### src/verilog/gpdl_map.vh
`ifndef GPDL_MAP_VH
`define GPDL_MAP_VH

// Register byte offsets
`define GPDL_OFF_CFG_LO 8'h00
`define GPDL_OFF_CFG_HI 8'h04
`define GPDL_OFF_IN 8'h08
`define GPDL_OFF_OUT 8'h0c
`define GPDL_OFF_SETCLR 8'h10
`define GPDL_OFF_CLR 8'h14
`define GPDL_OFF_FREEZE 8'h18

// Field positions
`define GPDL_KEY_BIT 16
`define GPDL_CLR_HI 31
`define GPDL_CLR_LO 16

// Reset values
`define GPDL_OUT_RST_P0 16'ha000
`define GPDL_OUT_RST_P1 16'h0010
`define GPDL_OUT_RST_PN 16'h0000
`define GPDL_CFG_RST 32'h4444_4444
`define GPDL_CFG_HI_RST_P0 32'h8884_4444
`define GPDL_FREEZE_RST 16'h0000

`endif

### src/verilog/gpdl_port.v
// Function
// - Each of 16 pin levels is captured into the read-only input status bits.
// - Input status at 0x08, upper half reads zero, lower half follows pins.
// - 16-bit read/write output value drives each pin level directly.
// - Output reset a000 on port 0, 0010 on port 1, zero elsewhere.
// - Set/clear lower half ones set matching output bits; zeros do nothing.
// - Set/clear upper half ones clear output bit sixteen lower.
// - Clear register lower half ones clear output bits; rest ignored.
// - With key set, pins whose freeze bit is one refuse configuration writes.
// - Key bit 16 is set only by the key sequence, always readable.
// - Key sequence is write 1, write 1, read 0, read 1.
// - Once key is set, freeze register and locked fields hold until reset.
// - Freezing covers the mode and config nibbles at offsets 0x00 and 0x04.
//
// The APB register port was left to the implementer.
`timescale 1ns/1ps
`include "gpdl_map.vh"

module gpdl_port #(
  parameter PORT_INDEX = 0
) (
  // Clock and reset
  input wire pclk,
  input wire presetn,
  // APB slave
  input wire psel,
  input wire penable,
  input wire pwrite,
  input wire [7:0] paddr,
  input wire [31:0] pwdata,
  output wire [31:0] prdata,
  output wire pready,
  output wire pslverr,
  // Pins
  input wire [15:0] pin_input_level,
  output wire [15:0] pin_output_level,
  // Per-pin mode and config fields, pins 0..7 and 8..15
  output wire [31:0] pin_config_lo,
  output wire [31:0] pin_config_hi,
  // Freeze status
  output wire freeze_key
);

  localparam [15:0] OUT_RST = (PORT_INDEX == 0) ? `GPDL_OUT_RST_P0 :
                              (PORT_INDEX == 1) ? `GPDL_OUT_RST_P1 : `GPDL_OUT_RST_PN;
  localparam [31:0] CFG_HI_RST = (PORT_INDEX == 0) ? `GPDL_CFG_HI_RST_P0 : `GPDL_CFG_RST;

  localparam [1:0] SEQ_IDLE = 2'b00;
  localparam [1:0] SEQ_W1 = 2'b01;
  localparam [1:0] SEQ_W2 = 2'b10;

  // Pin synchroniser
  reg [15:0] pin_meta_q;
  reg [15:0] pin_sync_q;

  // Output level register
  reg [15:0] out_q;
  reg [15:0] out_d;

  // Mode and config fields
  reg [31:0] cfg_lo_q;
  reg [31:0] cfg_lo_d;
  reg [31:0] cfg_hi_q;
  reg [31:0] cfg_hi_d;

  // Freeze pattern, key and sequence
  reg [15:0] freeze_q;
  reg [15:0] freeze_d;
  reg key_q;
  reg key_d;
  reg [1:0] seq_q;
  reg [1:0] seq_d;
  reg key_set;

  // Read path
  reg [31:0] prdata_q;
  reg [31:0] prdata_d;
  reg [31:0] rdata;

  // Address decode
  reg hit_cfg_lo;
  reg hit_cfg_hi;
  reg hit_in;
  reg hit_out;
  reg hit_setclr;
  reg hit_clr;
  reg hit_freeze;
  reg hit_none;

  wire setup = psel & ~penable;
  wire access = psel & penable;
  wire wr_en = access & pwrite;
  wire wr_lock = wr_en & hit_freeze & pwdata[`GPDL_KEY_BIT];
  wire rd_freeze = access & ~pwrite & hit_freeze;
  wire [15:0] pin_frozen = key_q ? freeze_q : 16'h0000;
  wire [31:0] cfg_lo_wmask;
  wire [31:0] cfg_hi_wmask;

  // Zero wait states keeps the bus simple; read data is staged in setup
  assign pready = 1'b1;
  assign pslverr = access & hit_none;
  assign prdata = prdata_q;
  assign pin_output_level = out_q;
  assign pin_config_lo = cfg_lo_q;
  assign pin_config_hi = cfg_hi_q;
  assign freeze_key = key_q;

  always @* begin
    hit_cfg_lo = 1'b0;
    hit_cfg_hi = 1'b0;
    hit_in = 1'b0;
    hit_out = 1'b0;
    hit_setclr = 1'b0;
    hit_clr = 1'b0;
    hit_freeze = 1'b0;
    hit_none = 1'b0;
    if (paddr == `GPDL_OFF_CFG_LO) begin
      hit_cfg_lo = 1'b1;
    end else if (paddr == `GPDL_OFF_CFG_HI) begin
      hit_cfg_hi = 1'b1;
    end else if (paddr == `GPDL_OFF_IN) begin
      hit_in = 1'b1;
    end else if (paddr == `GPDL_OFF_OUT) begin
      hit_out = 1'b1;
    end else if (paddr == `GPDL_OFF_SETCLR) begin
      hit_setclr = 1'b1;
    end else if (paddr == `GPDL_OFF_CLR) begin
      hit_clr = 1'b1;
    end else if (paddr == `GPDL_OFF_FREEZE) begin
      hit_freeze = 1'b1;
    end else begin
      hit_none = 1'b1;
    end
  end

  // Each pin owns one 4-bit mode/config nibble
  genvar g;
  generate
    for (g = 0; g < 8; g = g + 1) begin : g_mask
      assign cfg_lo_wmask[4*g+3:4*g] = {4{~pin_frozen[g]}};
      assign cfg_hi_wmask[4*g+3:4*g] = {4{~pin_frozen[g+8]}};
    end
  endgenerate

  always @* begin
    rdata = 32'h0000_0000;
    if (hit_cfg_lo) begin
      rdata = cfg_lo_q;
    end else if (hit_cfg_hi) begin
      rdata = cfg_hi_q;
    end else if (hit_in) begin
      rdata = {16'h0000, pin_sync_q};
    end else if (hit_out) begin
      rdata = {16'h0000, out_q};
    end else if (hit_freeze) begin
      rdata = {15'h0000, key_q, freeze_q};
    end
  end

  // Staged at setup so the access phase never waits
  always @* begin
    prdata_d = prdata_q;
    if (setup) begin
      prdata_d = rdata;
    end
  end

  always @* begin
    out_d = out_q;
    if (wr_en && hit_out) begin
      out_d = pwdata[15:0];
    end else if (wr_en && hit_setclr) begin
      // Clear first, then set, so a set on the same pin wins
      out_d = (out_q & ~pwdata[`GPDL_CLR_HI:`GPDL_CLR_LO]) | pwdata[15:0];
    end else if (wr_en && hit_clr) begin
      out_d = out_q & ~pwdata[15:0];
    end
  end

  // Frozen nibbles keep their value, open ones take the write
  always @* begin
    cfg_lo_d = cfg_lo_q;
    if (wr_en && hit_cfg_lo) begin
      cfg_lo_d = (cfg_lo_q & ~cfg_lo_wmask) | (pwdata & cfg_lo_wmask);
    end
  end

  always @* begin
    cfg_hi_d = cfg_hi_q;
    if (wr_en && hit_cfg_hi) begin
      cfg_hi_d = (cfg_hi_q & ~cfg_hi_wmask) | (pwdata & cfg_hi_wmask);
    end
  end

  // Pattern is read-only once the key is set
  always @* begin
    freeze_d = freeze_q;
    if (wr_en && hit_freeze && !key_q) begin
      freeze_d = pwdata[15:0];
    end
  end

  // No path clears the key short of reset
  always @* begin
    key_d = key_q;
    if (key_set) begin
      key_d = 1'b1;
    end
  end

  // Key sequence recogniser; idle for good once the key is set
  always @* begin
    seq_d = seq_q;
    key_set = 1'b0;
    if (access && !key_q) begin
      case (seq_q)
        SEQ_IDLE: begin
          if (wr_lock) begin
            seq_d = SEQ_W1;
          end
        end
        SEQ_W1: begin
          if (wr_lock && pwdata[15:0] == freeze_q) begin
            seq_d = SEQ_W2;
          end else if (wr_lock) begin
            seq_d = SEQ_W1;
          end else begin
            seq_d = SEQ_IDLE;
          end
        end
        SEQ_W2: begin
          if (rd_freeze) begin
            // This read still returns key 0; the next one sees 1
            seq_d = SEQ_IDLE;
            key_set = 1'b1;
          end else if (wr_lock) begin
            seq_d = SEQ_W1;
          end else begin
            seq_d = SEQ_IDLE;
          end
        end
        default: begin
          seq_d = SEQ_IDLE;
        end
      endcase
    end
  end

  always @(posedge pclk or negedge presetn) begin
    if (!presetn) begin
      pin_meta_q <= 16'h0000;
      pin_sync_q <= 16'h0000;
    end else begin
      // Pins are asynchronous to pclk
      pin_meta_q <= pin_input_level;
      pin_sync_q <= pin_meta_q;
    end
  end

  always @(posedge pclk or negedge presetn) begin
    if (!presetn) begin
      out_q <= OUT_RST;
    end else begin
      out_q <= out_d;
    end
  end

  always @(posedge pclk or negedge presetn) begin
    if (!presetn) begin
      cfg_lo_q <= `GPDL_CFG_RST;
      cfg_hi_q <= CFG_HI_RST;
    end else begin
      cfg_lo_q <= cfg_lo_d;
      cfg_hi_q <= cfg_hi_d;
    end
  end

  always @(posedge pclk or negedge presetn) begin
    if (!presetn) begin
      freeze_q <= `GPDL_FREEZE_RST;
      key_q <= 1'b0;
      seq_q <= SEQ_IDLE;
    end else begin
      freeze_q <= freeze_d;
      key_q <= key_d;
      seq_q <= seq_d;
    end
  end

  always @(posedge pclk or negedge presetn) begin
    if (!presetn) begin
      prdata_q <= 32'h0000_0000;
    end else begin
      prdata_q <= prdata_d;
    end
  end

endmodule
### config.mk
export PLATFORM = sky130hd
export DESIGN_NAME = gpdl_port
export DESIGN_NICKNAME = d
export VERILOG_FILES = /design/src/verilog/gpdl_port.v
export VERILOG_INCLUDE_DIRS = /design/src /design/src/verilog
export SDC_FILE = /design/constraint.sdc
export NUM_CORES = 1
export LEC_CHECK = 0
export BUFFER_PORTS_ARGS = -buffer_cell sky130_fd_sc_hd__clkbuf_2
export CORE_MARGIN = 4
export CORE_UTILIZATION = 57
export CTS_CLUSTER_DIAMETER = 80
export CTS_CLUSTER_SIZE = 10
export DETAILED_ROUTE_END_ITERATION = 12
export PLACE_DENSITY = 0.85
export SYNTH_ARGS = -nofsm -noshare
export SYNTH_HDL_FRONTEND = slang
export SYNTH_SLANG_ARGS = --single-unit
### constraint.sdc
create_clock -name pclk -period 5.29 [get_ports pclk]
set_clock_uncertainty 0.2 [all_clocks]
set_input_delay 0.2645 -clock pclk [delete_from_list [all_inputs] [get_ports pclk]]
set_output_delay 0.2645 -clock pclk [all_outputs]
set_load 0.05 [all_outputs]
# Word level (Yosys, flattened, before mapping)
# Cells that the tools add are included.
# totals
ff_bits	163
out_inout_bits	115
word_cells	124
# classes
n_eq_ne	10
mux	52
bitwise_logic	39
reduce_logical	14
# ops
cell	count
32-bit AND	4
16-bit 2-to-1 mux	4
32-bit 2-to-1 mux	2
32-bit inverter	2
32-bit OR	2
17-bit 2-to-1 mux	3
1-bit 2-to-1 mux	39
16-bit AND	2
16-bit inverter	2
8-bit by 5-bit equality test with 1-bit output (second input constant)	3
1-bit inverter	18
16-bit equality test	1
8-bit by 4-bit equality test with 1-bit output (second input constant)	2
16-bit OR	1
1-bit logical AND	9
1-bit AND	8
8-bit by 3-bit equality test with 1-bit output (second input constant)	1
8-bit logical NOT	1
2-bit 2-to-1 mux	3
2-bit case mux with 3 select lines	1
3-bit nonzero test	1
2-bit by 1-bit equality test with 1-bit output (second input constant)	1
2-bit equality test (second input constant)	1
2-bit logical NOT	1
3 further kinds	3

# Logic depth before layout (Yosys ltp)
# Gate-level depths: netlist of the first run.
# depth
word_depth	13
mapped_depth	8
mapped_depth_nobuf	5

# Worst setup path after synthesis of the first run
# Ideal clock, no wire load.
# synth_timing
path_type	in2reg
startpoint	input paddr[4]
endpoint	register freeze_q[0]
arrival_ns	1.887
slack_ns	3.078
cell_stages	5
path_buffers	2
cell_sequence	buf_4 or4b_4 nor4_4 buf_6 mux2_2
# synth_between
elab_chain_len	10
word_cells_on_any_way	16
cone_classes	eq/ne: 6; mux: 7; reduce/logical: 3
# synth_lines
item	line	source
start: declaration	gpdl_port.v:29	input wire [7:0] paddr,
8-bit by 5-bit equality test with 1-bit output (no source line)	--	
1-bit 2-to-1 mux	gpdl_port.v:129	end else if (paddr == `GPDL_OFF_FREEZE) begin
1-bit 2-to-1 mux	gpdl_port.v:127	end else if (paddr == `GPDL_OFF_CLR) begin
1-bit 2-to-1 mux	gpdl_port.v:125	end else if (paddr == `GPDL_OFF_SETCLR) begin
1-bit 2-to-1 mux	gpdl_port.v:123	end else if (paddr == `GPDL_OFF_OUT) begin
1-bit 2-to-1 mux	gpdl_port.v:121	end else if (paddr == `GPDL_OFF_IN) begin
1-bit 2-to-1 mux	gpdl_port.v:119	end else if (paddr == `GPDL_OFF_CFG_HI) begin
1-bit 2-to-1 mux *	gpdl_port.v:117	if (paddr == `GPDL_OFF_CFG_LO) begin
1-bit logical AND * (2 in a row)	gpdl_port.v:198	if (wr_en && hit_freeze && !key_q) begin
end signal: assignment	gpdl_port.v:280	freeze_q <= `GPDL_FREEZE_RST;
end signal: assignment	gpdl_port.v:284	freeze_q <= freeze_d;
end: declaration	gpdl_port.v:67	reg [15:0] freeze_q;
# Mark *: on every way between the ends. The rest lies on a longest branch, timed or not.
# A chain may end at the register's enable or synchronous reset.

==> impl_results.md, run 1 <==
- Status: complete, no violations
- CP Capture Type: flop
- Avg Inst Size Synth: 11.9 um^2
- Fmax: 347 MHz
- Drt initial violations: ~630
- Design area: 9290 um^2
- Detailed-router iteration count before antenna repair: 6
- Initial antenna violation count: 0
- WS Path Type: in -> reg
- Routed vias: 6193
- Most used DFF post-synth: dfrtp_1
- Nets: 873
- Max_cap viols: 0
- Netlist cell types: 47
- Hold path depth: 3
- Post-Synthesis Cells: 595
- Setup violations, final: 0
- Crit start category: input pin
- Vias per inst: ~6.2
- TritonCTS clock tree: built
- Die width: 120 um
- Slew margin rel.: 11.2%
- Vias in the first global route: ~6.4k
- RSZ-0062 raised after global routing: no
- H-tree lvl count: 4
- WL final: 22300 um
- # DRC: 0
- DR WL/cell: 22.5 um
- Slowest Stage Delay on Critical Path: slightly below 0.8 ns
- Part of the power in combinational logic: 12.0%
- Critical Path RT: roughly 5.4 ns
- CTS resizes: 0
- CTS buffer count: 17
- Seq/Total Area, Yosys: 57.8%
- Worst Tran Pin Value: 1.33 ns
- Worst Path Max Fanout: 20
- Layout area overhead: 31.0%
- Largest cells by area after synthesis: dfrtp_1 (51%), mux2_2 (11%), dfstp_2 (6.7%), o21ai_0 (3.2%), nand2_1 (2.9%)
- R2R depth: 2
- Register bit total from synthesis: 163
- Synth top area share: 51.2%
- Mapped Area: 7090 um^2
- Clk buf depth: 2
- Initial Util: approximately three fifths
- Slowest stage cell on the critical path: or4_1
- HP Class: in -> reg
- Placed Area: approximately 8000 um^2
- Max Slew Vio Count: 0
- Layout fillers: approximately 770
- NetSw: 0.822 mW
- First-pass GRT wire length: 35000 um
- I/O pin total: 176
- Reg clk slew, reported paths: 0.06 ns
- Fin Setup TNS: 0 ns
- FFs w/ async S/R, synth: 100%
- Site Rows: 40
- DP HPWL: 14300 um
- P_leak: 4.53 nW
- Root Buffer: clkbuf_16
- Clock insertion delay at the later pin of the skew report: 0.43 ns
- Tcrit/Tclk final: 54.5%
- Core ar.: between 10000 and 15000 um^2
- Post-CTS Setup Inserts: 0
- VDD IR max: about 0.00021 V
- Synthesized netlist net count: roughly 660
- Share of cells above drive strength 1: 37.9%
- ANT cells: 0
- # port buffers: 174
- Post-route antenna net violation count: 0
- Final hold viol count: 0
- Int Pwr: about 2.4 mW
- Chip height: 120 um
- Switching share of power: 25.5%
- Gpl congestion: 0.916
- Clock period minus worst slack: 2.88 ns
- Largest area contributor in the synthesized netlist: dfrtp_1
- Clk network pwr share: 46.6%
- Die ar.: 14300 um^2
- P per Cell Area: 347 nW/um^2
- Largest net degree at the start of global routing: between 100 and 150
- Overflow after GRT: 0
- CP Cell Sequence: clkbuf_2, or4_1, nor3_4, nand2_2, a21o_1, mux2_1
- Sequential power share: 41.4%
- Worst path arrival time: 2.99 ns
- Ys Warns: 0
- EDFF count, synth: 0
- Tot GR Track Use: 31.8%
- CTS sink count: 163
- CTS Hold Bufs: between 40 and 50
## power groups by stage
| stage | sequential [mW] | combinational, mW | clock, mW |
|---|---|---|---|
| after floorplan | 1.48 | 0.0817 | 0 |
| after global placement | 1.35 | 0.346 | 0 |
| after detailed placement | 1.35 | 0.352 | 0 |
| after CTS | 1.33 | 0.384 | 1.50 |
| after global routing | 1.34 | 0.409 | 1.56 |
| final | 1.33 | 0.387 | 1.50 |
## critical path: cells and delay by family
family	cells	cell delay, ns
AOI/OAI and AO/OA	1	0.30
buffers and inverters	1	0.31
muxes	1	0.33
and+or+nand+nor	3	1.79
## Yosys cell counts (4+ instances only)
cell type / number
dfrtp_1: 145
mux2_2: 72
nand2_1: 55
o21ai_0: 46
nor2_1: 35
nand2b_1: 23
clkbuf_1: 22
dfstp_2: 18
or3_1: 18
a211oi_1: 16
a22o_1: 16
o211ai_1: 16
a221oi_1: 15
a21oi_1: 13
xnor2_1: 12
a31oi_1: 11
a21o_1: 9
mux2_1: 8
xor2_1: 4
## kinds of logic after synthesis
kind of cell,share of synthesized area (%)
mux,12.7
xor+xnor,1.98
buf+inv,2.12
compound gates,13.8
other cells,0.0529
simple gates,11.5
flops,57.8
## placed cells by master, fill, tap and decap left out, types with 6 or more instances in the layout
master | netlist | routed
a221oi_1 | 15 | 15
dfrtp_1 | 145 | 145
dfstp_2 | 18 | 18
a22o_1 | 16 | 16
nand2_1 | 55 | 55
a21o_1 | 9 | 9
clkbuf_16 | 0 | 17
a21oi_1 | 13 | 13
or3_1 | 18 | 18
a31oi_1 | 11 | 11
bufinv_16 | 0 | 8
buf_4 | 3 | 6
clkbuf_2 | 0 | 173
mux2_1 | 8 | 8
xnor2_1 | 12 | 12
nand2b_1 | 23 | 23
o21ai_0 | 46 | 46
mux2_2 | 72 | 72
o211ai_1 | 16 | 16
a211oi_1 | 16 | 16
dlygate4sd3_1 | 0 | 49
nor2_1 | 35 | 35
## metal layers
metal	wire length [um]	GRT usage, %
met4	1140	16.1
met5	0	0
met3	2010	7.40
met1	8320	39.8
met2	10900	51.9
## layout make-up
class,instances,area [um^2],share of cell area [%]
sequential,163,4100,44.1
timing repair buffer,229,1410,15.2
clock inverter,14,282,3.03
clock buffer,18,439,4.73
tap,168,210,2.26
multi-input combinational,400,2840,30.6
inverter,1,3.75,0.0404
## path summary, 6_finish.rpt
check                      slack [ns]               startpoint                  endpoint
setup / recovery                 2.41                 paddr[4]                      flop
hold / removal                   0.02                   pwrite    freeze_key$_DFFE_PN0P_
setup reg to reg                 2.59   freeze_key$_DFFE_PN0P_  freeze_q[14]$_DFFE_PN0P_
hold reg to reg                  0.15  pin_meta_q[7]$_DFF_PN0_   pin_sync_q[7]$_DFF_PN0_
max in group asynchronous        3.29                  presetn     prdata[3]$_DFFE_PN0P_
min in group asynchronous        0.33                  presetn    prdata[24]$_DFFE_PN0P_
## through the flow
step | std cells | power (mW) | setup slack, ns | util [%] | hold WS (ns)
global placement | 912 | 1.70 | 2.17 | 66.7 | 0.133
CTS | 993 | 3.22 | 2.48 | 76.7 | 0.00752
global route | 993 | 3.31 | 2.34 | 76.7 | 0.0331
finish | 993 | 3.22 | 2.41 | 76.7 | 0.0249
detailed placement | 912 | 1.71 | 2.07 | 66.7 | 0.135
floorplan | 595 | 1.57 | 3.08 | - | -0.231
Power figures use the tool's default switching activity.
==> inputs of run 2 (changes only) <==
CORE_UTILIZATION = 48   (was 57)
PLACE_DENSITY = 0.76   (was 0.85)
clock period = 2.3 ns   (was 5.29 ns; I/O delays follow)
==> run 2 against run 1 <==
Die area rose by 17%. Via count decreased by 1.5%. Critical path type is now reg -> out. Sequential share of layout area shrank 0.95 points. First-iteration DRC count is 30% lower. Flip-flop and latch count stayed put. Combinational power grew 140%. Critical path depth decreased by 4. Sequential power rose by 130%. Total power increased by 110%. Non-clock buffer count grew 33.
==> impl_results.md, run 2 (synthesized netlist as in run 1, its figures left out) <==
- Worst Hold End: freeze_key$_DFFE_PN0P_
- CP Capture Type: output port
- P_leak: 4.66 nW
- Routed vias: slightly above 6k
- Layout area overhead: 33.9%
- Int Pwr: 4.95 mW
- Detailed-router iteration count before antenna repair: 6
- Sequential power share: roughly 45%
- TritonCTS clock tree: built
- Part of the power in combinational logic: 13.4%
- Clk network pwr share: 41.8%
- # DRC: 0
- Max Slew Vio Count: 0
- Max_cap viols: 0
- Initial antenna violation count: 0
- H-tree lvl count: 4
- Die ar.: approximately 17000 um^2
- Tcrit/Tclk final: 85.9%
- Clk buf depth: 2
- Clock period minus worst slack: 1.98 ns
- Largest net degree at the start of global routing: 52
- Critical Path RT: slightly below 2 ns
- Reg clk slew, reported paths: 0.06 ns
- CTS Hold Bufs: between 50 and 60
- Most common cell after layout, fill and taps aside: clkbuf_2
- Chip height: around 130 um
- Worst R2R Setup Slack: 0.40 ns
- Switching share of power: roughly 28%
- I/O pin total: 176
- Root Buffer: clkbuf_16
- Share of cells above drive strength 1: 39.7%
- Post-CTS Setup Inserts: 0
- Hold wc startpoint: paddr[6]
- Post-route antenna net violation count: 0
- Worst path arrival time: between 1.5 and 2 ns
- RSZ-0062 raised after global routing: no
- NetSw: 1.89 mW
- WS Path Type: reg -> out
- GRT Max-Usage Layer: met2
- Met2 Usage GRT: 45.2%
- Core ar.: about 14000 um^2
- Nets: 906
- Die width: 130 um
- Met1 Use GR: 35.5%
- Initial Util: 49.0%
- Most frequent cells in the layout: clkbuf_2 (173), dfrtp_1 (145), mux2_2 (72)
- # port buffers: 174
- Tot GR Track Use: 27.7%
- Gpl congestion: around 0.88
- HP Class: in -> reg
- Final hold viol count: 0
- ANT cells: 0
- DR WL/cell: 21.8 um
- R2R depth: 3
- Hold path depth: 4
- Drt initial violations: 442
- Vias in the first global route: 6267
- CTS sink count: 163
- CTS resizes: 0
- CTS buffer count: 17
- Status: complete, no violations
- Setup slack after layout: 0.324 ns
- Layout fillers: 1088
- VDD IR max: 0.000501 V
- Fmax: 506 MHz
- Site Rows: 44
- Fin Setup TNS: 0 ns
- Overflow after GRT: 0
- Worst r2r src: freeze_key$_DFFE_PN0P_
- Crit start category: flop
- Vias per inst: 5.85
- WL final: around 23000 um
- GR Layer Usage met3: 5.94%
- Setup violations, final: 0
- Pre-CTS setup slack: around 0.0033 ns
- Worst Path Max Fanout: 14
- First-pass GRT wire length: 34900 um
- Clock insertion delay at the later pin of the skew report: 0.43 ns
- P per Cell Area: 720 nW/um^2
- DP HPWL: 15500 um
[run 2: stage by stage]
stage | util, % | cell area [um^2] | hold slack, ns | total power, mW | cells
after CTS | 65.6 | 9500 | 0.00254 | 6.85 | 1042
final | 65.6 | 9500 | 0.0194 | 6.84 | 1042
after floorplan | - | 7090 | -0.381 | 3.60 | 595
after detailed placement | 57.7 | 8350 | -0.119 | 3.95 | 956
after global routing | 65.6 | 9500 | 0.0295 | 7.06 | 1042
after global placement | 57.7 | 8350 | -0.127 | 3.93 | 956
[run 2: worst max-delay path by stage]
stage | from | endpoint | slack (ns)
finish | freeze_key$_DFFE_PN0P_ | freeze_key | 0.32
global route | freeze_key$_DFFE_PN0P_ | freeze_key | 0.24
CTS | freeze_key$_DFFE_PN0P_ | freeze_key | 0.33
detailed placement | paddr[4] | pin_output_level[11]$_DFFE_PN0P_ | 0.003
global placement | paddr[5] | pin_output_level[7]$_DFFE_PN0P_ | 0.07
floorplan | paddr[4] | freeze_q[0]$_DFFE_PN0P_ | 0.24
[run 2: power by group through the flow]
stage	combinational [mW]	sequential, mW	clock [mW]
2_1_floorplan	0.188	3.41	0
3_3_place_gp	0.820	3.11	0
3_5_place_dp	0.833	3.12	0
4_1_cts	0.913	3.07	2.87
5_1_grt	0.970	3.08	3.02
6_report	0.914	3.07	2.86
[run 2: routing by layer]
metal  wire length, um  vias up  part of all wire [%]
met3              1670       77                   7.3
met1              9040     3048                    40
li1                  -     2669                     -
met5                 0        -                     0
met2             11100      306                    49
met4               878        0                   3.9
[run 2: cell type report]
type,instances,area (um^2),share of cell area [%]
clock inverter,11,128,1.34
tap,184,230,2.42
clock buffer,21,470,4.95
timing repair buffer,262,1720,18.1
multi-input combinational,400,2840,29.9
inverter,1,3.75,0.0395
sequential,163,4100,43.2
[run 2: critical path, stage by stage (launching register included)]
cell and delay (ns):
dfrtp_1 0.65, buf_4 0.28, clkbuf_2 0.30
==> inputs of run 3 (changes only) <==
CORE_UTILIZATION = 57   (was 48)
PLACE_DENSITY = 0.85   (was 0.76)
clock period = 2.39 ns   (was 2.3 ns; I/O delays follow)
==> run 3 against run 2 <==
Sequential share of layout area is 0.34 points higher. Register-to-register slack got worse by 0.36 ns. Hold slack lost 0.00055 ns. First-iteration DRC count grew 47%. Final area down 0.78%. Routed wire length is 1.1% higher. Flip-flop and latch count is the same. Clock power up 2%. Via count grew 4.4%. Critical endpoint is now seq_q[1]$_DFFE_PN0P_.
==> impl_results.md, run 3 (synthesized netlist as in run 1, its figures left out) <==
- Status: complete, no violations
- Slowest stage cell on the critical path: dfrtp_1
- Total power: 6.75 mW
- Slowest Stage Delay on Critical Path: approximately 0.60 ns
- CTS sink count: 163
- Post-route antenna net violation count: 0
- Drt initial violations: approximately 650
- HP Class: in -> async
- Clk buf depth: 2
- RSZ-0062 raised after global routing: yes
- Gpl congestion: 0.914
- Die width: 120 um
- Critical Path RT: 2.55 ns
- Worst Tran Pin Value: 0.736 ns
- Layout area overhead: 32.9%
- WS Path Type: reg -> reg
- CP Cell Sequence: nor4_4, buf_12, nand2_1, o31ai_2, dlygate4sd3_1
- CTS buffer count: 17
- TritonCTS clock tree: built
- DP HPWL: 14500 um
- Vias in the first global route: about 6.5k
- Placed Area: 8240 um^2
- Root Buffer: clkbuf_16
- Fmax: 426 MHz
- P per Cell Area: just over 700 nW/um^2
- Worst path arrival time: 2.51 ns
- # port buffers: 174
- Chip height: roughly 120 um
- Clock period minus worst slack: approximately 2.3 ns
- Most frequent cells in the layout: clkbuf_2 (173), dfrtp_1 (145), mux2_2 (72)
- Site Rows: 40
- Delay-heaviest family, CP: buffers and inverters
- VDD IR max: 0.000464 V
- Nets: 893
- Setup violations, final: 0
- I/O pin total: 176
- Hold_ws: 0.0188 ns
- Post-CTS Setup Inserts: 0
- WL final: 22900 um
- Share of cells above drive strength 1: approximately 39%
- Detailed-router iteration count before antenna repair: 5
- Vias per inst: 6.29
- Die ar.: 14300 um^2
- Multi-input logic area: 2870 um^2
- Reg clk slew, reported paths: 0.06 ns
- Tcrit/Tclk final: 98.2%
- WP buf/inv: 2
- Routed vias: 6371
- Design area: around 9400 um^2
- Initial Util: 58.6%
- H-tree lvl count: 4
- Layout fillers: 704
- P_leak: 4.61 nW
- DR WL/cell: 22.6 um
- ANT cells: 0
- Initial antenna violation count: 0
- First-pass GRT wire length: about 35000 um
- Slew margin rel.: 50.8%
- Worst Path Max Fanout: 18
- Max_cap viols: 0
- Max Slew Vio Count: 0
- Largest net degree at the start of global routing: 61
- Final hold viol count: 0
- Register Area: 4100 um^2
- # DRC: 0
- Tot GR Track Use: between 30% and 40%
- Clock insertion delay at the later pin of the skew report: roughly 0.43 ns
- CP Capture Type: flop
- Most common cell after layout, fill and taps aside: clkbuf_2
- Overflow after GRT: 0
- Crit start category: flop
- Core ar.: 12100 um^2
==> run 3: cell count changes in the layout (fill, tap and decap cells not counted), sizes merged <==
cell and delta:
buf -13, bufinv +2, clkbuf -1, clkinv -4, clkinvlp +2, inv +1
==> run 3: layer usage <==
metal / vias up / global-route usage (%) / routed length (um)
li1: 2646 / - / -
met1: 3148 / 39.6 / 8430
met5: - / 0 / 0
met3: 108 / 9.28 / 2230
met2: 469 / 51.5 / 11200
met4: 0 / 16.1 / 1080
==> run 3: worst paths after layout <==
kind / from / to / slack (ns) / cells past startpoint
max: freeze_key$_DFFE_PN0P_ / seq_q[1]$_DFFE_PN0P_ / 0.04 / 5
min: presetn / prdata[25]$_DFFE_PN0P_ / 0.02 / 2
max reg2reg: freeze_key$_DFFE_PN0P_ / seq_q[1]$_DFFE_PN0P_ / 0.04 / 5
min reg2reg: pin_meta_q[13]$_DFF_PN0_ / pin_sync_q[13]$_DFF_PN0_ / 0.15 / 0
max in group asynchronous: presetn / async pin / 1.19 / 3
min in group pclk: penable / seq_q[0]$_DFFE_PN0P_ / 0.04 / 4
==> run 3: final cells by class <==
| type | instances | area share (%) |
|---|---|---|
| sequential | 163 | 43.5 |
| multi-input combinational | 400 | 30.5 |
| timing repair buffer | 249 | 17.1 |
| clock buffer | 20 | 4.74 |
| tap | 168 | 2.23 |
| clock inverter | 12 | 1.91 |
| inverter | 1 | 0.0398 |
==> run 3: what timing repair did <==
action,CTS,global route
setup endpoints to repair,0,2
resized for setup,0,5
hold buffers,53,0
endpoints found under the hold margin,262,0
==> run 3: power breakdown <==
part / leakage (nW) / switching, mW / internal (mW)
Clock: 0.289 / 1.13 / 1.78
Sequential: 2.07 / 0.0752 / 2.88
Combinational: 2.24 / 0.628 / 0.250
==> run 3: stage by stage <==
| stage | std cells | utilization, % | setup TNS [ns] | setup WS (ns) |
|---|---|---|---|---|
| 3_3_place_gp | 928 | 68.0 | 0 | 0.0854 |
| 2_1_floorplan | 595 | - | 0 | 0.323 |
| 6_report | 1013 | 77.8 | 0 | 0.0437 |
| 5_1_grt | 1013 | 77.8 | -0.0379 | -0.0379 |
| 4_1_cts | 1013 | 77.6 | 0 | 0.0401 |
| 3_5_place_dp | 928 | 68.0 | -0.117 | -0.0430 |
